[src/rtl/fhcc_defs.vh]
// Constants for the floppy head-control command block: register map, opcodes,
// status layouts and timing. Assumes a 100 MHz pclk and 8-bit APB byte addresses.
`ifndef FHCC_DEFS_VH
`define FHCC_DEFS_VH

// ****************************************************************
// Register map (byte addresses)
// ****************************************************************
`define FHCC_ADDR_CMD      8'h00
`define FHCC_ADDR_CFG      8'h04
`define FHCC_ADDR_STAT     8'h08
`define FHCC_ADDR_ST0      8'h0C
`define FHCC_ADDR_PCN      8'h10
`define FHCC_ADDR_ID       8'h14
`define FHCC_ADDR_ST1      8'h18
`define FHCC_ADDR_FMTID    8'h1C

// ****************************************************************
// Command opcodes, CMD[3:0]; target track in CMD[15:8]
// ****************************************************************
`define FHCC_OP_READ_ID    4'h1
`define FHCC_OP_RECAL      4'h2
`define FHCC_OP_SEEK       4'h3
`define FHCC_OP_SENSE      4'h4
`define FHCC_OP_FORMAT     4'h5
`define FHCC_OP_PDOWN      4'h6
`define FHCC_OP_WAKE       4'h7
`define FHCC_OP_XFER_ACK   4'h8
`define FHCC_CMD_OP_HI     3
`define FHCC_CMD_TGT_HI    15
`define FHCC_CMD_TGT_LO    8
`define FHCC_CMD_DEL_BIT   16

// ****************************************************************
// Configuration fields and reset values
// ****************************************************************
`define FHCC_CFG_SRT_HI    3
`define FHCC_CFG_NDMA_BIT  4
`define FHCC_CFG_POLL_BIT  5
`define FHCC_SRT_RESET     4'h0
`define FHCC_POLL_RESET    1'b1

// ****************************************************************
// Interrupt cause codes and status fields
// ****************************************************************
`define FHCC_CAUSE_NORMAL  2'b00
`define FHCC_CAUSE_ABNORM  2'b01
`define FHCC_CAUSE_POLL    2'b11
`define FHCC_ST1_NOID_BIT  0

// ****************************************************************
// Timing
// ****************************************************************
`define FHCC_CLK_MHZ       100
`define FHCC_STEP_UNIT_US  1000
`define FHCC_STEP_PULSE_NS 1000
`define FHCC_STEP_PULSE_CYC ((`FHCC_STEP_PULSE_NS * `FHCC_CLK_MHZ + 999) / 1000)
`define FHCC_SRT_SPAN      5'd16
`define FHCC_RECAL_MAX     7'd79

// ****************************************************************
// Single-density track layout
// ****************************************************************
`define FHCC_GAP4A_LEN     6'd40
`define FHCC_SYNC_LEN      6'd6
`define FHCC_GAP1_LEN      6'd26
`define FHCC_GAP2_LEN      6'd11
`define FHCC_ID_LEN        6'd4
`define FHCC_MARK_LEN      6'd1
`define FHCC_GAP_BYTE      8'hFF
`define FHCC_SYNC_BYTE     8'h00
`define FHCC_TRACK_MARK    8'hFC
`define FHCC_HEADER_MARK   8'hFE
`define FHCC_DATA_MARK     8'hFB
`define FHCC_DEL_MARK      8'hF8
`define FHCC_SEG_LAST      4'd9

`endif

[src/rtl/fhcc_top.v]
// Head-control command block: seek, recalibrate, header read, interrupt query.
// Assumes one drive on the step lines and a data path that reports headers.
//
// Design decisions made here: the register addresses and the APB slave port.
`timescale 1ns/1ps
`include "fhcc_defs.vh"

// Summary of operation
// RULE1: Format writes single-density preamble: 40 FF, 6 00, FC, 26 FF, 6 00, FE, ID, 11 FF, 6 00, mark.
// RULE2: Software picks gap length per sector size and density.
// RULE3: Control commands move no data; only header-read, recal, seek interrupt.
// RULE4: Header-read captures cylinder, head, sector, size of first header read.
// RULE5: No header by second index pulse: cause 01, no-id flag set, end.
// RULE6: Recalibrate clears track count, steps outward while track zero low.
// RULE7: Track zero high during recalibrate sets positioning done and ends.
// RULE8: Still low after 79 steps: positioning done and head fault, end.
// RULE9: Busy only in command phase, not while stepping.
// RULE10: Seek steps inward if present below target, outward if above.
// RULE11: Seek spaces steps by step interval, recompares, ends when equal.
// RULE12: Positioning has no result phase; head bit of status zero reads 0.
// RULE13: Leaving power-down clears track count and held status.
// RULE14: Interrupt on result phase entry, positioning end, non-DMA byte request.
// RULE15: Interrupt query clears interrupt and returns status zero.
// RULE16: Cause: done 0/code 11 polling, 1/00 normal, 1/01 abnormal.
// RULE17: Without interrupt query the drive stays marked busy.
// RULE18: Software queries interrupt cause right after every positioning command.
// RULE19: Without implied seek software does seek, query, header-read, transfer.
// RULE20: After power-up software issues recalibrate.
// RULE21: Software services pending interrupts before power-down.
// RULE22: Step interval sets pulse spacing; first interval may be shorter.
// RULE23: Non-DMA transfers signal via transfer-request bit and interrupt.
// RULE24: With polling enabled, one interrupt follows reset.
// RULE25: Seek moves track count by one per step toward target.
module fhcc_top #(
  parameter STEP_UNIT_CYCLES = `FHCC_STEP_UNIT_US * `FHCC_CLK_MHZ
) (
  input  wire        pclk,
  input  wire        presetn,
  input  wire        psel,
  input  wire        penable,
  input  wire        pwrite,
  input  wire [7:0]  paddr,
  input  wire [31:0] pwdata,
  output wire [31:0] prdata,
  output wire        pready,
  output wire        pslverr,
  input  wire        track_zero_in,
  input  wire        index_pulse_in,
  output wire        step_pulse_out,
  output wire        step_sense_out,
  output wire        ctrl_irq_out,
  input  wire        id_valid_in,
  input  wire [7:0]  id_cyl_in,
  input  wire [7:0]  id_head_in,
  input  wire [7:0]  id_sect_in,
  input  wire [7:0]  id_size_in,
  input  wire        result_phase_in,
  input  wire        xfer_byte_req_in,
  output wire [7:0]  fmt_byte_out,
  output wire        fmt_valid_out,
  input  wire        fmt_ready_in
);

  localparam [3:0] P_IDLE  = 4'b0001;
  localparam [3:0] P_CHECK = 4'b0010;
  localparam [3:0] P_PULSE = 4'b0100;
  localparam [3:0] P_WAIT  = 4'b1000;
  localparam integer PULSE_N  = `FHCC_STEP_PULSE_CYC;
  localparam [23:0] PULSE_CYC = PULSE_N[23:0];

  reg  [31:0] prdata_q;
  reg         pready_q;
  reg         pslverr_q;
  reg         step_q;
  reg         dir_q;
  reg         irq_q;
  reg  [3:0]  srt_q;
  reg         non_dma_q;
  reg         poll_en_q;
  reg         poll_pend_q;
  reg         cmd_busy_q;
  reg         drive_busy_q;
  reg         hreq_q;
  reg         pd_q;
  reg         refused_q;
  reg  [7:0]  st0_q;
  reg  [7:0]  st0_rd_q;
  reg         noid_q;
  reg  [31:0] id_q;
  reg  [31:0] fmtid_q;
  reg         fmt_arm_q;
  reg         fmt_del_q;
  reg  [3:0]  pos_q;
  reg         recal_q;
  reg  [6:0]  steps_q;
  reg  [23:0] tmr_q;
  reg  [7:0]  pcn_q;
  reg  [7:0]  tgt_q;
  reg         rid_q;
  reg         idx_seen_q;
  reg  [1:0]  tz_sync_q;
  reg  [2:0]  idx_sync_q;
  reg  [31:0] rdata_d;
  reg         rerr_d;

  // ****************************************************************
  // Helpers
  // ****************************************************************
  function [7:0] make_st0;
    input [1:0] cause;
    input       done;
    input       fault;
    begin
      // Head address and drive select stay 0: single drive, no head report
      make_st0 = {cause, done, fault, 1'b0, 1'b0, 2'b00};
    end
  endfunction

  function [23:0] step_wait;
    input [3:0] step_interval_setting;
    reg   [31:0] prod;
    begin
      prod      = (`FHCC_SRT_SPAN - {1'b0, step_interval_setting}) * STEP_UNIT_CYCLES;
      step_wait = prod[23:0];
    end
  endfunction

  // ****************************************************************
  // Pin synchronisers
  // ****************************************************************
  always @(posedge pclk or negedge presetn) begin
    if (!presetn) begin
      tz_sync_q  <= 2'b00;
      idx_sync_q <= 3'b000;
    end else begin
      tz_sync_q  <= {tz_sync_q[0], track_zero_in};
      idx_sync_q <= {idx_sync_q[1:0], index_pulse_in};
    end
  end

  wire tz_s     = tz_sync_q[1];
  wire idx_rise = idx_sync_q[1] & ~idx_sync_q[2];

  // ****************************************************************
  // APB slave: one wait state, write and read at the pready edge
  // ****************************************************************
  wire       apb_acc = psel & penable & pready_q;
  wire       wr      = apb_acc & pwrite;
  wire       cmd_wr  = wr && (paddr == `FHCC_ADDR_CMD);
  wire [3:0] op      = pwdata[`FHCC_CMD_OP_HI:0];
  wire       pos_idle = pos_q[0];

  wire op_pos   = cmd_wr && ((op == `FHCC_OP_SEEK) || (op == `FHCC_OP_RECAL));
  wire op_rid   = cmd_wr && (op == `FHCC_OP_READ_ID);
  wire op_sense = cmd_wr && (op == `FHCC_OP_SENSE) && !pd_q;
  wire op_fmt   = cmd_wr && (op == `FHCC_OP_FORMAT) && !pd_q;
  wire op_pd    = cmd_wr && (op == `FHCC_OP_PDOWN) && pos_idle && !rid_q;
  wire op_wake  = cmd_wr && (op == `FHCC_OP_WAKE) && pd_q;
  wire op_ack   = cmd_wr && (op == `FHCC_OP_XFER_ACK);
  // Drive left busy by an unanswered positioning command blocks the next one
  wire start_pos = op_pos && !drive_busy_q && !pd_q && !rid_q; // RULE17
  wire start_rid = op_rid && pos_idle && !rid_q && !pd_q;
  wire refuse    = (op_pos && !start_pos) || (op_rid && !start_rid);

  always @* begin
    rdata_d = 32'h0000_0000;
    rerr_d  = 1'b0;
    case (paddr)
      `FHCC_ADDR_CMD:   rdata_d = {24'h00_0000, 4'h0, 4'h0};
      `FHCC_ADDR_CFG:   rdata_d = {26'h000_0000, poll_en_q, non_dma_q, srt_q};
      `FHCC_ADDR_STAT:  rdata_d = {25'h000_0000, ~pos_idle, refused_q, pd_q, hreq_q,
                                   irq_q, drive_busy_q, cmd_busy_q};
      `FHCC_ADDR_ST0:   rdata_d = {24'h00_0000, st0_rd_q};
      `FHCC_ADDR_PCN:   rdata_d = {24'h00_0000, pcn_q};
      `FHCC_ADDR_ID:    rdata_d = id_q;
      `FHCC_ADDR_ST1:   rdata_d = {31'h0000_0000, noid_q};
      `FHCC_ADDR_FMTID: rdata_d = fmtid_q;
      default:          rerr_d  = 1'b1;
    endcase
  end

  always @(posedge pclk or negedge presetn) begin
    if (!presetn) begin
      pready_q  <= 1'b0;
      prdata_q  <= 32'h0000_0000;
      pslverr_q <= 1'b0;
    end else begin
      pready_q <= psel & penable & ~pready_q;
      if (psel & penable & ~pready_q) begin
        prdata_q  <= pwrite ? 32'h0000_0000 : rdata_d;
        pslverr_q <= rerr_d;
      end else begin
        pslverr_q <= 1'b0;
      end
    end
  end

  // ****************************************************************
  // Configuration and host-visible flags
  // ****************************************************************
  always @(posedge pclk or negedge presetn) begin
    if (!presetn) begin
      srt_q      <= `FHCC_SRT_RESET;
      non_dma_q  <= 1'b0;
      poll_en_q  <= `FHCC_POLL_RESET;
      fmtid_q    <= 32'h0000_0000;
      cmd_busy_q <= 1'b0;
      hreq_q     <= 1'b0;
      pd_q       <= 1'b0;
      refused_q  <= 1'b0;
      fmt_arm_q  <= 1'b0;
      fmt_del_q  <= 1'b0;
    end else begin
      if (wr && (paddr == `FHCC_ADDR_CFG)) begin
        srt_q     <= pwdata[`FHCC_CFG_SRT_HI:0];
        non_dma_q <= pwdata[`FHCC_CFG_NDMA_BIT];
        poll_en_q <= pwdata[`FHCC_CFG_POLL_BIT];
      end
      if (wr && (paddr == `FHCC_ADDR_FMTID))
        fmtid_q <= pwdata;
      // Busy covers the command phase only; stepping runs unbusy
      cmd_busy_q <= cmd_wr; // RULE9
      if (xfer_byte_req_in && non_dma_q)
        hreq_q <= 1'b1; // RULE23
      else if (op_ack)
        hreq_q <= 1'b0;
      if (op_pd)
        pd_q <= 1'b1;
      else if (op_wake)
        pd_q <= 1'b0;
      if (refuse)
        refused_q <= 1'b1;
      else if (cmd_wr)
        refused_q <= 1'b0;
      if (op_fmt) begin
        fmt_arm_q <= 1'b1;
        fmt_del_q <= pwdata[`FHCC_CMD_DEL_BIT];
      end else if (idx_rise) begin
        fmt_arm_q <= 1'b0;
      end
    end
  end

  // ****************************************************************
  // Positioning: seek and recalibrate stepper
  // ****************************************************************
  reg       pos_done;
  reg       pos_fault;

  always @(posedge pclk or negedge presetn) begin
    if (!presetn) begin
      pos_q     <= P_IDLE;
      recal_q   <= 1'b0;
      steps_q   <= 7'd0;
      tmr_q     <= 24'd0;
      pcn_q     <= 8'h00;
      tgt_q     <= 8'h00;
      step_q    <= 1'b0;
      dir_q     <= 1'b0;
      pos_done  <= 1'b0;
      pos_fault <= 1'b0;
    end else begin
      pos_done  <= 1'b0;
      pos_fault <= 1'b0;
      case (pos_q)
        P_IDLE: begin
          if (op_wake)
            pcn_q <= 8'h00; // RULE13
          if (start_pos) begin
            recal_q <= (op == `FHCC_OP_RECAL);
            tgt_q   <= pwdata[`FHCC_CMD_TGT_HI:`FHCC_CMD_TGT_LO];
            steps_q <= 7'd0;
            if (op == `FHCC_OP_RECAL)
              pcn_q <= 8'h00; // RULE6
            pos_q <= P_CHECK;
          end
        end
        P_CHECK: begin
          if (recal_q) begin
            if (tz_s) begin
              pos_done <= 1'b1; // RULE7
              pos_q    <= P_IDLE;
            end else if (steps_q == `FHCC_RECAL_MAX) begin
              pos_done  <= 1'b1; // RULE8
              pos_fault <= 1'b1; // RULE8
              pos_q     <= P_IDLE;
            end else begin
              dir_q  <= 1'b0; // RULE6
              step_q <= 1'b1;
              tmr_q  <= PULSE_CYC;
              pos_q  <= P_PULSE;
            end
          end else if (pcn_q == tgt_q) begin
            pos_done <= 1'b1; // RULE11
            pos_q    <= P_IDLE;
          end else begin
            dir_q  <= (pcn_q < tgt_q); // RULE10
            step_q <= 1'b1;
            tmr_q  <= PULSE_CYC;
            pos_q  <= P_PULSE;
          end
        end
        P_PULSE: begin
          if (tmr_q == 24'd1) begin
            step_q  <= 1'b0;
            steps_q <= steps_q + 7'd1;
            if (!recal_q)
              pcn_q <= dir_q ? pcn_q + 8'h01 : pcn_q - 8'h01; // RULE25
            // Each gap starts right after its pulse, so every gap has the same length
            tmr_q <= step_wait(srt_q); // RULE22 RULE11
            pos_q <= P_WAIT;
          end else begin
            tmr_q <= tmr_q - 24'd1;
          end
        end
        P_WAIT: begin
          if (tmr_q <= PULSE_CYC)
            pos_q <= P_CHECK;
          else
            tmr_q <= tmr_q - 24'd1;
        end
        default: pos_q <= P_IDLE;
      endcase
    end
  end

  // ****************************************************************
  // Header read
  // ****************************************************************
  wire rid_ok   = rid_q && id_valid_in;
  wire rid_fail = rid_q && !id_valid_in && idx_rise && idx_seen_q;

  always @(posedge pclk or negedge presetn) begin
    if (!presetn) begin
      rid_q      <= 1'b0;
      idx_seen_q <= 1'b0;
      id_q       <= 32'h0000_0000;
    end else begin
      if (start_rid) begin
        rid_q      <= 1'b1;
        idx_seen_q <= 1'b0;
      end else if (rid_ok) begin
        rid_q <= 1'b0;
        id_q  <= {id_size_in, id_sect_in, id_head_in, id_cyl_in}; // RULE4
      end else if (rid_fail) begin
        rid_q <= 1'b0; // RULE5
      end else if (rid_q && idx_rise) begin
        idx_seen_q <= 1'b1;
      end
    end
  end

  // ****************************************************************
  // Status zero, interrupt and query
  // ****************************************************************
  wire poll_fire = poll_pend_q & poll_en_q;
  wire irq_set   = pos_done | rid_ok | rid_fail | poll_fire | result_phase_in |
                   (xfer_byte_req_in & non_dma_q); // RULE14 RULE3

  always @(posedge pclk or negedge presetn) begin
    if (!presetn) begin
      poll_pend_q  <= 1'b1;
      irq_q        <= 1'b0;
      st0_q        <= 8'h00;
      st0_rd_q     <= 8'h00;
      noid_q       <= 1'b0;
      drive_busy_q <= 1'b0;
    end else begin
      poll_pend_q <= 1'b0;
      // A new event in the query cycle keeps the line asserted
      if (irq_set)
        irq_q <= 1'b1; // RULE14
      else if (op_sense)
        irq_q <= 1'b0; // RULE15
      if (op_wake) begin
        st0_q    <= 8'h00; // RULE13
        st0_rd_q <= 8'h00; // RULE13
        noid_q   <= 1'b0;
      end else if (pos_done) begin
        st0_q <= make_st0(pos_fault ? `FHCC_CAUSE_ABNORM : `FHCC_CAUSE_NORMAL,
                          1'b1, pos_fault); // RULE16 RULE12
      end else if (rid_fail) begin
        st0_q  <= make_st0(`FHCC_CAUSE_ABNORM, 1'b0, 1'b0); // RULE5
        noid_q <= 1'b1; // RULE5
      end else if (rid_ok) begin
        st0_q  <= make_st0(`FHCC_CAUSE_NORMAL, 1'b0, 1'b0);
        noid_q <= 1'b0;
      end else if (poll_fire) begin
        st0_q <= make_st0(`FHCC_CAUSE_POLL, 1'b0, 1'b0); // RULE24 RULE16
      end
      if (op_sense)
        st0_rd_q <= st0_q; // RULE15
      if (start_pos)
        drive_busy_q <= 1'b1;
      else if (op_sense && pos_idle)
        drive_busy_q <= 1'b0; // RULE17
    end
  end

  // ****************************************************************
  // Format preamble
  // ****************************************************************
  fhcc_fm_gen u_fm_gen (
    .pclk     (pclk),
    .presetn  (presetn),
    .start    (fmt_arm_q & idx_rise),
    .deleted  (fmt_del_q),
    .id_bytes (fmtid_q),
    .byte_q   (fmt_byte_out),
    .valid_q  (fmt_valid_out),
    .ready    (fmt_ready_in)
  );

  assign prdata         = prdata_q;
  assign pready         = pready_q;
  assign pslverr        = pslverr_q;
  assign step_pulse_out = step_q;
  assign step_sense_out = dir_q;
  assign ctrl_irq_out   = irq_q;

endmodule // fhcc_top

[src/rtl/fhcc_fm_gen.v]
// Single-density track preamble byte generator for format.
// Assumes the caller pulses start on an index edge and drains bytes via ready.
`timescale 1ns/1ps
`include "fhcc_defs.vh"

module fhcc_fm_gen (
  input  wire        pclk,
  input  wire        presetn,
  input  wire        start,
  input  wire        deleted,
  input  wire [31:0] id_bytes,
  output reg  [7:0]  byte_q,
  output reg         valid_q,
  input  wire        ready
);

  reg  [3:0] seg_q;
  reg  [5:0] cnt_q;
  reg  [3:0] seg_d;
  reg  [5:0] cnt_d;

  function [5:0] seg_len;
    input [3:0] seg;
    begin
      case (seg)
        4'd0:    seg_len = `FHCC_GAP4A_LEN;
        4'd3:    seg_len = `FHCC_GAP1_LEN;
        4'd1,
        4'd4,
        4'd8:    seg_len = `FHCC_SYNC_LEN;
        4'd6:    seg_len = `FHCC_ID_LEN;
        4'd7:    seg_len = `FHCC_GAP2_LEN;
        default: seg_len = `FHCC_MARK_LEN;
      endcase
    end
  endfunction

  function [7:0] seg_byte;
    input [3:0]  seg;
    input [5:0]  cnt;
    input        del;
    input [31:0] id;
    begin
      case (seg)
        4'd0, 4'd3, 4'd7: seg_byte = `FHCC_GAP_BYTE;
        4'd1, 4'd4, 4'd8: seg_byte = `FHCC_SYNC_BYTE;
        4'd2:    seg_byte = `FHCC_TRACK_MARK;
        4'd5:    seg_byte = `FHCC_HEADER_MARK;
        4'd6:    seg_byte = id[cnt[1:0]*8 +: 8];
        default: seg_byte = del ? `FHCC_DEL_MARK : `FHCC_DATA_MARK;
      endcase
    end
  endfunction

  // ****************************************************************
  // Sequencer
  // ****************************************************************
  always @* begin
    seg_d = seg_q;
    cnt_d = cnt_q + 6'd1;
    if (cnt_d == seg_len(seg_q)) begin
      seg_d = seg_q + 4'd1;
      cnt_d = 6'd0;
    end
  end

  always @(posedge pclk or negedge presetn) begin
    if (!presetn) begin
      seg_q   <= 4'd0;
      cnt_q   <= 6'd0;
      byte_q  <= 8'h00;
      valid_q <= 1'b0;
    end else if (!valid_q) begin
      if (start) begin
        seg_q   <= 4'd0;
        cnt_q   <= 6'd0;
        byte_q  <= seg_byte(4'd0, 6'd0, deleted, id_bytes); // RULE1
        valid_q <= 1'b1;
      end
    end else if (ready) begin
      // Stalls on ready, so a slow writer never loses a gap byte
      if (seg_q == `FHCC_SEG_LAST) begin
        valid_q <= 1'b0;
      end else begin
        seg_q  <= seg_d;
        cnt_q  <= cnt_d;
        byte_q <= seg_byte(seg_d, cnt_d, deleted, id_bytes); // RULE1
      end
    end
  end

endmodule // fhcc_fm_gen

[config.mk]
export PLATFORM = sky130hd
export DESIGN_NAME = fhcc_top
export DESIGN_NICKNAME = d
export VERILOG_FILES = /design/src/rtl/fhcc_top.v /design/src/rtl/fhcc_fm_gen.v
export VERILOG_INCLUDE_DIRS = /design/src /design/src/rtl
export SDC_FILE = /design/constraint.sdc
export NUM_CORES = 1
export LEC_CHECK = 0
export BUFFER_PORTS_ARGS = -buffer_cell sky130_fd_sc_hd__clkbuf_2
export CORE_ASPECT_RATIO = 1.75
export CORE_MARGIN = 1.5
export CORE_UTILIZATION = 50
export DETAILED_ROUTE_END_ITERATION = 10
export HOLD_SLACK_MARGIN = 0.03
export PLACE_DENSITY_LB_ADDON = 0.08
export SETUP_SLACK_MARGIN = 0.4
export SLEW_MARGIN = 5
export SYNTH_ARGS = -nofsm -noshare
export SYNTH_HDL_FRONTEND = slang
export SYNTH_HIERARCHICAL = 1
export SYNTH_SLANG_ARGS = --single-unit
[constraint.sdc]
create_clock -name pclk -period 4.21 [get_ports pclk]
set_input_delay 1.0525 -clock pclk [delete_from_list [all_inputs] [get_ports pclk]]
set_output_delay 1.0525 -clock pclk [all_outputs]
set_load 0.1 [all_outputs]
# Word-level counts from Yosys, hierarchy flattened
# Cells that the tools add are included.
[op_classes]
add_sub_neg = 7
mul = 1
magnitude_cmp = 2
n_eq_ne = 54
shifts = 1
n_mux = 99
n_bitwise = 17
n_reduce_logical = 71
[ops]
columns = ["operator", "count"]
rows = [
  ["$pmux 32 s7", 1],
  ["$mux 24", 6],
  ["$mux 8", 17],
  ["$pmux 24 s3", 1],
  ["$eq 4x3->1 const B", 12],
  ["$mux 1", 47],
  ["$pmux 8 s5", 1],
  ["$mux 4", 9],
  ["$eq 8x5->1 const B", 4],
  ["$mul 32x12->19 const B", 1],
  ["$mux 32", 1],
  ["$shiftx 32x6->8", 1],
  ["$logic_and 1x1->1", 30],
  ["$mux 6", 5],
  ["$pmux 6 s5", 1],
  ["$ne 2x2->1 const B", 13],
  ["$eq 24x1->1 const B", 1],
  ["$eq 4x2->1 const B", 6],
  ["$le 24x7->1 const B", 1],
  ["$sub 24x1->24 const B", 1],
  ["$reduce_bool 2->1", 11],
  ["$eq 4x4->1 const B", 5],
  ["$eq 4x1->1 const B", 4],
  ["$eq 8x4->1 const B", 2],
  ["other kinds (34)", 71],
]
[word_totals]
reg_bits = 212
in_bits = 83
out_inout_bits = 46

# Longest topological paths before layout
# Gate-level depths: netlist of run 1.
[logic_depth]
depth_word = 12
mapped_depth = 19
mapped_depth_nobuf = 18

# Hierarchy
# The synthesis of run 1 kept the hierarchy.
[modules_own_cells]
columns = ["mod", "instances", "cells_each", "area_per_inst_um2"]
rows = [
  ["fhcc_top", 1, 953, 9969.6],
  ["fhcc_fm_gen", 1, 223, 1935.6],
]

# Least setup slack after synthesis of run 1
# No wires, ideal clock.
[synth_timing]
path_type = "register -> register"
from = "register srt_q[0]"
to = "register tmr_q[18]"
arrival_ps = 4107
setup_slack_ps = -18
path_stages_with_launch = 20
n_path_buf = 1
cell_sequence = "dfrtp_1 clkbuf_1 inv_1 ha_1 nor3b_1 ha_1 ha_1 ha_1 inv_1 fa_1 inv_1 ha_1 inv_1 fa_1 nor2b_1 o31a_1 a41oi_1 xor2_1 o211ai_1 a22o_1"
[synth_via]
elab_chain_len = 4
[synth_lines]
columns = ["element", "line_no", "text"]
rows = [
  ["start: declaration", "fhcc_top.v:77", "reg [3:0] srt_q;"],
  ["start signal: assignment", "fhcc_top.v:203", "srt_q <= `FHCC_SRT_RESET;"],
  ["start signal: assignment", "fhcc_top.v:215", "srt_q <= pwdata[`FHCC_CFG_SRT_HI:0];"],
  ["$sub 5x4->6 (no line)", "--", ""],
  ["$mul 32x12->19", "fhcc_top.v:123", "prod = (`FHCC_SRT_SPAN - {1'b0, step_interval_setting}) * STEP_UNIT_CYCLES;"],
  ["$mux 24", "fhcc_top.v:304", "if (tmr_q == 24'd1) begin"],
  ["$pmux 24 s3", "fhcc_top.v:265", "case (pos_q)"],
  ["end signal: assignment", "fhcc_top.v:310", "tmr_q <= step_wait(srt_q);"],
  ["end signal: assignment", "fhcc_top.v:313", "tmr_q <= tmr_q - 24'd1;"],
  ["end signal: assignment", "fhcc_top.v:320", "tmr_q <= tmr_q - 24'd1;"],
  ["end: declaration", "fhcc_top.v:96", "reg [23:0] tmr_q;"],
]
# No other way between the ends.
# A chain may end at the register's enable or synchronous reset.

# Worst setup path after layout of run 1
[layout_timing]
from = "register srt_q[0]"
to = "register tmr_q[22]"
# Same word-level chain as after synthesis.

==> results of run 1 <==
worst paths after layout:
check                                              from                         end  slack [ps]  depth (start not counted)
worst max-delay path               srt_q[0]$_DFFE_PN0P_       tmr_q[22]$_DFFE_PN0P_         330                         19
worst min register to register  idx_sync_q[0]$_DFF_PN0_     idx_sync_q[1]$_DFF_PN0_         350                          0
min in group asynchronous                       presetn  u_fm_gen/valid_q$_DFF_PN0_         630                          1
worst min-delay path            idx_sync_q[0]$_DFF_PN0_     idx_sync_q[1]$_DFF_PN0_         350                          0
max in group asynchronous                       presetn      prdata[17]$_DFFE_PN0P_        2680                          2
worst max register to register     srt_q[0]$_DFFE_PN0P_       tmr_q[22]$_DFFE_PN0P_         330                         19
worst max-delay path, delay by kind of cell (launching register included):
family | cells | cell delay, ps
adder cells (fa/ha/maj) | 7 | 1710
flip-flops | 1 | 450
XOR/XNOR | 1 | 190
buffers and inverters | 5 | 340
AO/OA/AOI/OAI | 4 | 770
AND/OR/NAND/NOR | 2 | 270
placed cells by master (no fill, tap or decap), types with 9 or more instances in the layout:
master	count
dfrtp_1	199
clkbuf_2	127
nand2_1	106
mux2_2	76
o21ai_0	70
ha_1	56
nor2_1	51
inv_1	50
a21oi_1	48
buf_4	40
a22oi_1	31
nand3_1	25
nor3_1	24
clkbuf_16	22
o21ai_1	18
nor4_1	16
a211oi_1	16
xor2_1	14
a21o_1	14
and3_1	13
a31oi_1	12
o22ai_1	12
nand2b_1	11
or3_1	10
xnor2_1	10
and2_1	9
nand4_1	9
power groups by stage:
stage | registers (mW) | clock network, mW | logic, mW
after floorplan | 2.05 | 0 | 0.236
after global placement | 2.06 | 0 | 0.386
after detailed placement | 2.06 | 0 | 0.392
after CTS | 2.02 | 2.11 | 0.393
after global routing | 2.03 | 2.18 | 0.440
final | 2.02 | 2.08 | 0.393
cells in the mapped netlist (all sizes together), types with 26 or more instances:
cell type / number / area (um2)
dfrtp: 201 / 5030
nand2: 107 / 404
o21ai: 89 / 449
mux2: 83 / 938
ha: 61 / 763
inv: 55 / 206
nor2: 54 / 210
a21oi: 49 / 249
clkbuf: 32 / 120
a22oi: 31 / 233
buf: 29 / 166
nor3: 28 / 155
nand3: 26 / 135
cell type report:
class	instances	area (um2)	share of cell area, %
repair buffers	171	1000	7.20
inverters	55	209	1.50
multi-input cells	856	6440	46.3
clock inverters	11	170	1.22
well taps	304	380	2.73
diodes	1	2.50	0.0180
flip-flops and latches	204	5110	36.7
clock buffers	27	599	4.31
repair_timing:
action,CTS,global route
endpoints found under the setup margin,8,9
pin swaps,11,5
resized for setup,7,7
cloned,0,0
buffers inserted,6,3
flip-flops by register name, summed over array words and instances, names as in the netlist, 2 cells and up:
register              flops
pos_q                     4
st0_rd_q                  4
st0_q                     4
u_fm_gen/cnt_q            6
srt_q                     4
fmtid_q                  32
u_fm_gen/seg_len.seg      4
id_q                     32
idx_sync_q                3
tz_sync_q                 2
prdata                   32
u_fm_gen/byte_q           8
steps_q                   7
tgt_q                     8
tmr_q                    24
pcn_q                     8
layer usage:
layer / GRT usage, % / wire length, um / vias to the layer above
met1: 30.7 / 12800 / 4922
li1: - / - / 4642
met5: 0 / 0 / -
met2: 56.4 / 19600 / 326
met4: 12.7 / 1800 / 0
met3: 3.39 / 1630 / 99
logic make-up after synthesis:
group | Yosys count | synth area share, %
buffers and inverters | 116 | 4.14
adder cells (fa/ha/maj) | 65 | 7.08
AND/OR/NAND/NOR | 345 | 15.6
other | 1 | 0.0315
flip-flops | 204 | 42.9
multiplexers | 94 | 9.12
AO/OA/AOI/OAI | 325 | 19.2
XOR/XNOR | 26 | 1.91
stage by stage:
| stage | utilization (%) | hold WS (ps) | worst slack (ps) |
|---|---|---|---|
| 2_1_floorplan | - | 331 | 337 |
| 3_3_place_gp | 55.8 | 333 | 222 |
| 3_5_place_dp | 55.8 | 335 | 125 |
| 4_1_cts | 59.3 | 350 | 352 |
| 5_1_grt | 59.6 | 357 | 197 |
| 6_report | 59.6 | 347 | 330 |
==> results.py, run 1 <==
metrics = {
    "routing": {
        "wl_per_cell_um": 22.0,
        "drc": 0,
        "drt-initial-drc-count": 636,
        "first_pass_iters": 5,
        "ant_nets": 0,
        "drt-vias-per-instance": 6.13,
        "routed_wirelength_um": 35900,
        "num_vias": 9989,
    },
    "cts": {
        "ctsHoldBuffers": 0,
        "worstSkewPairLatency_ps": 520,
        "clockBufferDepth": 3,
        "root_buffer": "clkbuf_16",
        "cts_sinks": 204,
        "tritoncts": "done",
        "cts_buffers": 22,
        "cts.clk_slew.worst_paths_ps": 70,
        "h-tree-depth": 1,
    },
    "yosys": {
        "yosys_warnings": 6,
        "syn_area_um2": 11900,
        "async_flop_share_pct": 100,
        "ys_ff_latch": 204,
        "ys_seq_area_share_pct": 42.9,
        "netlist_instances": 1176,
        "avgSynthCellArea_um2": 10.1,
        "synth_cell_types": 103,
        "syn_nets": 1324,
        "ys.flop_type": "dfrtp_1",
        "synth-edff-count": 0,
    },
    "floorplanning": {
        "start_util_pct": 51.0,
        "die-width_um": 120,
        "ioPinCount": 129,
        "core_um2": 23300,
        "die-area_um2": 24800,
        "dieHeight_um": 207,
        "num_rows": 74,
    },
    "critical_path": {
        "cpPeakStageDelay_ps": 500,
        "path_max_fanout": 6,
        "crit_top_cell": "inv_2",
        "crit_arrival_ps": 4260,
        "path_cells": "inv_4 -> ha_4 -> nor3b_4 -> ha_1 -> ha_1 -> ha_2 -> inv_2 -> fa_1 -> inv_2 -> ha_4 -> inv_2 -> fa_2 -> nor2b_1 -> o31a_1 -> buf_6 -> a221oi_2 -> xor2_1 -> o32a_1 -> o22ai_1",
        "critPathRequiredTime_ps": 4590,
        "end_kind": "register",
        "slowest_stage": "fa_1",
        "cp-start-kind": "register",
        "critPathKind": "reg2reg",
    },
    "outcome": {
        "status": "finished, final reports clean",
    },
    "power_and_ir_drop": {
        "ir_worst_vdd_uv": 264,
        "p_per_area_nw_per_um2": 323,
        "clockPowerShare_pct": 46.2,
        "p_int_mw": 3.40,
        "power.switching_mw": 1.09,
        "seqPwrFrac_pct": 45.0,
        "p_leak_nw": 6.68,
        "p_comb_share_pct": 8.7,
        "swShare_pct": 24.2,
        "total_power_mw": 4.49,
    },
    "cells_and_area": {
        "drive_above_1_share_pct": 26.9,
        "area_growth_pct": 16.9,
        "final_cells": 1629,
        "n_fill_cell": 2116,
        "fin_area_um2": 13900,
        "nets": 1458,
    },
    "placed_design": {
        "gp_congestion": 0.974,
        "port-buffer-count": 128,
        "place_area_um2": 13000,
        "dp_hpwl_um": 27100,
        "place_inst": 1581,
    },
    "timing": {
        "drv_slew": 0,
        "slew_headroom_pct": 29.3,
        "grt_setup_unrepaired": "true",
        "fmax_ghz": 0.258,
        "finalSetupViolCount": 0,
        "finalCritPeriodShare_pct": 92.2,
        "hold_viol_final": 0,
        "fin_tns_setup_ps": 0,
        "skew_ps": 23.6,
        "tightest_slew_ps": 1060,
        "min_period_ps": 3880,
    },
    "hold_path": {
        "hp-class": "reg2reg",
    },
    "grt": {
        "grt_usage_pct": 29.0,
        "grt_max_degree": 130,
        "grt_pass1_wl_um": 56600,
        "antenna_found_initial": 2,
        "grt_overflow": 0,
        "first_global_vias": 10400,
    },
    "job": {
        "drv_cap": 0,
    },
}
Note: power is estimated with default switching activity, not from simulation.
==> inputs of run 2 (changes only) <==
ABC_AREA = 1   (was unset)
CORE_UTILIZATION = 53   (was 50)
==> run 2 against run 1 <==
Effect of this change:
- flip-flop and latch count did not move
- largest power group is now combinational cells
- non-clock buffer count fell by 26
- combinational power grew to 7.3 times the previous value
- sequential share of layout area hardly changed
- routed wire length decreased by 4.5%
- via count is 6.4% higher
- final area down 0.13%
==> results.py, run 2 <==
metrics = {
    "grt": {
        "grt_pass1_wl_um": 54200,
        "grt_max_degree": 91,
        "antenna_found_initial": 0,
        "grt_overflow": 0,
        "first_global_vias": 10700,
        "grt_usage_pct": 28.9,
    },
    "timing": {
        "drv_slew": 0,
        "hold_viol_final": 0,
        "skew_ps": 15.4,
        "finalSetupViolCount": 0,
        "fin_tns_setup_ps": 0,
        "min_period_ps": 3580,
        "tightest_slew_ps": 818,
        "finalCritPeriodShare_pct": 85.1,
        "fmax_ghz": 0.279,
        "slew_headroom_pct": 45.4,
        "grt_setup_unrepaired": "true",
    },
    "critical_path": {
        "reg2reg_depth": 23,
        "cp-start-kind": "register",
        "rr_startpoint": "srt_q[1]$_DFFE_PN0P_",
        "critPathKind": "reg2reg",
        "crit_arrival_ps": 3990,
        "reg2reg_setup_slack_ps": 630,
        "end_kind": "register",
        "r2r-end": "tmr_q[20]$_DFFE_PN0P_",
        "critPathRequiredTime_ps": 4620,
        "path_max_fanout": 4,
    },
    "power_and_ir_drop": {
        "p_per_area_nw_per_um2": 517,
        "clockPowerShare_pct": 27.1,
        "p_leak_nw": 7.45,
        "swShare_pct": 42.5,
        "p_int_mw": 4.13,
        "power.switching_mw": 3.05,
        "p_comb_share_pct": 39.9,
        "ir_worst_vdd_uv": 439,
        "seqPwrFrac_pct": 33.0,
    },
    "cells_and_area": {
        "area_growth_pct": 13.9,
        "diodes": 0,
        "layout_commonest_cell": "nand2_1",
        "drive_above_1_share_pct": 17.2,
        "mostFrequentLayoutCells": "nand2_1, dfrtp_1, inv_1",
        "nets": 1838,
        "final_cells": 2005,
        "n_fill_cell": 2159,
    },
    "hold_path": {
        "holdPathStages": 0,
        "holdCritStartpoint": "idx_sync_q[0]$_DFF_PN0_",
        "hp-class": "reg2reg",
        "min_to": "idx_sync_q[1]$_DFF_PN0_",
    },
    "cts": {
        "cts_sinks": 204,
        "clockBufferDepth": 3,
        "worstSkewPairLatency_ps": 520,
        "cts.clk_slew.worst_paths_ps": 60,
        "tritoncts": "done",
        "root_buffer": "clkbuf_16",
        "h-tree-depth": 1,
        "cts_buffers": 21,
    },
    "routing": {
        "wl_per_cell_um": 17.1,
        "routed_wirelength_um": 34300,
        "first_pass_iters": 6,
        "drt-initial-drc-count": 574,
        "num_vias": 10600,
        "drt-vias-per-instance": 5.30,
        "drc": 0,
        "ant_nets": 0,
    },
    "yosys": {
        "ys_ff_latch": 204,
        "synth_common_cells": "nand2_1, dfrtp_1, inv_1, nor2_1, nand3_1",
        "ys_seq_area_share_pct": 41.9,
        "syn_area_um2": 12200,
        "synth_cell_types": 54,
        "yosysMostFrequentCell": "nand2_1",
        "avgSynthCellArea_um2": 7.80,
        "synth-edff-count": 0,
        "async_flop_share_pct": 100,
        "synth_top_area_share_pct": 41.2,
        "synth_area_leaders": "dfrtp_1, nand2_1, ha_1",
        "yosys_warnings": 6,
        "syn_nets": 1711,
        "ys.flop_type": "dfrtp_1",
        "netlist_instances": 1563,
        "synth_area_leader_cell": "dfrtp_1",
    },
    "placed_design": {
        "dp_hpwl_um": 26400,
        "port-buffer-count": 128,
        "place_inst": 1964,
        "gp_congestion": 0.933,
    },
    "floorplanning": {
        "die-width_um": 118,
        "start_util_pct": 53.8,
        "num_rows": 73,
        "ioPinCount": 129,
        "die-area_um2": 24000,
        "core_um2": 22700,
        "dieHeight_um": 204,
    },
    "job": {
        "drv_cap": 0,
    },
    "outcome": {
        "status": "finished, final reports clean",
    },
}
[run 2: cell count changes after synthesis, sizes merged, moves of 16 or more]
| cell | delta |
|---|---|
| mux2 | -59 |
| nand2 | +372 |
| a22oi | -30 |
| nand3 | +74 |
| nor2 | +96 |
| xor2 | +16 |
| inv | +143 |
| o21ai | +34 |
| a211oi | -20 |
| nor4 | -20 |
[run 2: cells by family after synthesis]
logic type,count (synthesis),synth area share (%)
adder cells (fa/ha/maj),65,6.91
AND/OR/NAND/NOR,779,28.4
flip-flops,204,41.9
other,1,0.0307
AO/OA/AOI/OAI,211,9.50
XOR/XNOR,37,2.66
multiplexers,24,2.22
buffers and inverters,242,8.40
[run 2: stage by stage]
stage / power, mW / setup slack (ps) / hold slack, ps / instance area [um2] / util [%]
after floorplan: 4.64 / 423 / 331 / 12200 / -
after CTS: 7.21 / 415 / 350 / 13800 / 61.1
after global routing: 7.61 / 370 / 368 / 13900 / 61.3
after global placement: 5.20 / 334 / 333 / 13100 / 57.9
after detailed placement: 5.24 / 230 / 337 / 13100 / 57.9
final: 7.18 / 626 / 347 / 13900 / 61.3
[run 2: area by class of cell]
class	count	area [um2]	area share [%]
sequential	204	5110	36.8
timing repair buffer	145	815	5.86
tap	300	375	2.70
clock buffer	28	602	4.33
clock inverter	10	111	0.801
multi-input combinational	1117	6120	44.1
inverter	201	762	5.48
[run 2: how the worst max path moves through the flow]
stage	start	end	slack (ps)	depth (start not counted)
after CTS	srt_q[1]$_DFFE_PN0P_	tmr_q[16]$_DFFE_PN0P_	420	24
after floorplan	srt_q[0]$_DFFE_PN0P_	tmr_q[16]$_DFFE_PN0P_	420	24
after global routing	srt_q[1]$_DFFE_PN0P_	tmr_q[16]$_DFFE_PN0P_	370	24
final	srt_q[1]$_DFFE_PN0P_	tmr_q[20]$_DFFE_PN0P_	630	23
after global placement	srt_q[1]$_DFFE_PN0P_	tmr_q[16]$_DFFE_PN0P_	330	24
after detailed placement	srt_q[1]$_DFFE_PN0P_	tmr_q[16]$_DFFE_PN0P_	230	24
[run 2: power by group through the flow]
stage | Combinational, mW | Sequential [mW] | Clock [mW]
6_report | 2.86 | 2.37 | 1.95
4_1_cts | 2.86 | 2.37 | 1.99
2_1_floorplan | 1.98 | 2.66 | 0
3_5_place_dp | 2.84 | 2.40 | 0
3_3_place_gp | 2.80 | 2.40 | 0
5_1_grt | 3.17 | 2.39 | 2.05
[run 2: metal layers]
metal	track usage, %	vias up	wire length [um]
li1	-	5263	-
met1	29.3	4980	12300
met2	55.7	276	18500
met3	3.44	107	1360
met4	17.5	0	2180
met5	0	-	0
[run 2: critical path, cell delays in order, from the launching register on]
cell	delay [ps]
dfrtp_1	410
inv_2	110
ha_4	150
nand2_1	50
nor2_1	140
ha_2	290
ha_1	280
ha_2	170
inv_1	70
fa_1	420
inv_2	80
ha_4	130
inv_1	50
fa_2	370
inv_2	50
nand2_1	40
nand2_1	80
nand3_1	100
nand2_1	120
nand3_1	80
nand3_1	90
nand3_1	70
nand2_1	80
inv_1	40
[run 2: repair_timing]
| action | CTS | global route |
|---|---|---|
| endpoints found under the setup margin | 5 | 9 |
| resized for setup | 5 | 13 |
| endpoints found under the hold margin | 0 | 0 |
| setup buffers | 1 | 2 |
| hold buffers | 0 | 0 |
| pin swaps | 0 | 6 |
==> inputs of run 3 (changes only) <==
ABC_AREA = 0   (was 1)
==> run 3 against run 2 <==
Effect of this change:
- largest cell class unchanged
- total power is 42% lower
- hold slack better by 1.1 ps
- sequential share of layout area grew 0.33 points
- final area is 0.85% lower
==> results.py, run 3 (synthesis gave the netlist of run 1 again) <==
metrics = {
    "outcome": {
        "status": "finished, final reports clean",
    },
    "critical_path": {
        "critPathRequiredTime_ps": 4570,
        "path_max_fanout": 4,
        "slowest_stage": "fa_1",
        "end_kind": "register",
        "crit_top_cell": "inv_2",
        "critPathKind": "reg2reg",
        "cp-start-kind": "register",
        "cpPeakStageDelay_ps": 490,
        "r2r-end": "tmr_q[22]$_DFFE_PN0P_",
        "crit_arrival_ps": 4330,
        "rr_startpoint": "srt_q[1]$_DFFE_PN0P_",
        "reg2reg_setup_slack_ps": 240,
        "reg2reg_depth": 19,
        "path_cells": "inv_2 -> ha_4 -> nor3b_4 -> ha_1 -> ha_1 -> ha_2 -> inv_2 -> fa_1 -> inv_2 -> ha_4 -> inv_2 -> fa_2 -> nor2b_2 -> o31a_1 -> buf_6 -> a221oi_2 -> xor2_1 -> o32a_1 -> o22ai_1",
    },
    "placed_design": {
        "dp_hpwl_um": 26500,
        "port-buffer-count": 128,
        "gp_congestion": 0.993,
    },
    "timing": {
        "min_period_ps": 3970,
        "fmax_ghz": 0.252,
        "tightest_slew_ps": 1350,
        "finalSetupViolCount": 0,
        "drv_slew": 0,
        "hold_viol_final": 0,
        "finalCritPeriodShare_pct": 94.3,
        "fin_tns_setup_ps": 0,
        "skew_ps": 19.9,
        "slew_headroom_pct": 9.36,
        "grt_setup_unrepaired": "true",
    },
    "floorplanning": {
        "num_rows": 72,
        "start_util_pct": 53.9,
        "core_um2": 22100,
        "die-width_um": 116,
        "dieHeight_um": 201,
        "ioPinCount": 129,
        "die-area_um2": 23400,
    },
    "routing": {
        "routed_wirelength_um": 35100,
        "ant_nets": 0,
        "drt-initial-drc-count": 677,
        "wl_per_cell_um": 21.7,
        "drc": 0,
        "first_pass_iters": 7,
        "drt-vias-per-instance": 6.14,
        "num_vias": 9948,
    },
    "cts": {
        "cts_buffers": 21,
        "root_buffer": "clkbuf_16",
        "ctsHoldBuffers": 0,
        "h-tree-depth": 1,
        "cts.clk_slew.worst_paths_ps": 70,
        "clockBufferDepth": 3,
        "tritoncts": "done",
        "worstSkewPairLatency_ps": 510,
        "cts_sinks": 204,
    },
    "grt": {
        "grt_usage_pct": 30.5,
        "grt_overflow": 0,
        "first_global_vias": 10100,
        "antenna_found_initial": 1,
        "grt_pass1_wl_um": 54900,
        "grt_max_degree": 79,
    },
    "power_and_ir_drop": {
        "ir_worst_vdd_uv": 259,
        "total_power_mw": 4.17,
        "p_per_area_nw_per_um2": 303,
        "p_leak_nw": 6.61,
    },
    "hold_path": {
        "min_to": "tz_sync_q[1]$_DFF_PN0_",
        "holdPathStages": 0,
        "hp-class": "reg2reg",
        "holdCritStartpoint": "tz_sync_q[0]$_DFF_PN0_",
    },
    "job": {
        "drv_cap": 0,
    },
    "cells_and_area": {
        "layout_commonest_cell": "dfrtp_1",
        "nets": 1456,
        "drive_above_1_share_pct": 26.5,
        "area_growth_pct": 15.7,
        "mostFrequentLayoutCells": "dfrtp_1, clkbuf_2, nand2_1",
    },
}
[run 3: final cells by class]
class                      count  area (um2)
fill                        1915        8290
multi-input combinational    856        6470
sequential                   204        5110
timing repair buffer         170         981
clock buffer                  33         601
tap                          296         370
inverter                      55         209
clock inverter                 5        32.5
antenna                        1        2.50
[run 3: worst max-delay path by stage]
stage / depth (start not counted) / end / from
floorplan: 19 / tmr_q[18]$_DFFE_PN0P_ / srt_q[0]$_DFFE_PN0P_
detailed placement: 18 / tmr_q[18]$_DFFE_PN0P_ / srt_q[1]$_DFFE_PN0P_
finish: 19 / tmr_q[22]$_DFFE_PN0P_ / srt_q[1]$_DFFE_PN0P_
global placement: 18 / tmr_q[18]$_DFFE_PN0P_ / srt_q[1]$_DFFE_PN0P_
CTS: 19 / tmr_q[22]$_DFFE_PN0P_ / srt_q[1]$_DFFE_PN0P_
global route: 19 / tmr_q[22]$_DFFE_PN0P_ / srt_q[1]$_DFFE_PN0P_
[run 3: power breakdown]
| group | switching, mW | internal (mW) |
|---|---|---|
| registers | 0.0409 | 1.99 |
| logic | 0.226 | 0.159 |
| clock network | 0.779 | 0.983 |
[run 3: routing by layer]
| layer | vias to the layer above | track usage [%] | share of wire [%] |
|---|---|---|---|
| met1 | 4849 | 32.8 | 35 |
| met3 | 123 | 4.25 | 5.0 |
| met2 | 344 | 54.8 | 53 |
| met4 | 0 | 18.7 | 7.1 |
| li1 | 4632 | - | - |
| met5 | - | 0 | 0 |
[run 3: repair_timing]
item / CTS / global route
pin swaps: 14 / 12
buffers inserted: 7 / 3
resized for setup: 14 / 4
setup endpoints to repair: 8 / 8
[run 3: critical path: cells and delay by family (launching register included)]
family                   cells  cell delay [ps]
AO/OA/AOI/OAI                4              820
XOR/XNOR                     1              190
adder cells (fa/ha/maj)      7             1710
buffers and inverters        5              370
flip-flops                   1              450
AND/OR/NAND/NOR              2              270
[run 3: per-stage QoR]
step	hold WS, ps	setup slack, ps	std cells	area, um2	util (%)
after global placement	333	144	1571	13000	58.8
after detailed placement	335	58.7	1571	13000	58.8
final	348	242	1620	13800	62.4
after floorplan	331	337	1176	12000	-
after CTS	349	273	1616	13700	62.2
after global routing	362	70.0	1620	13800	62.4
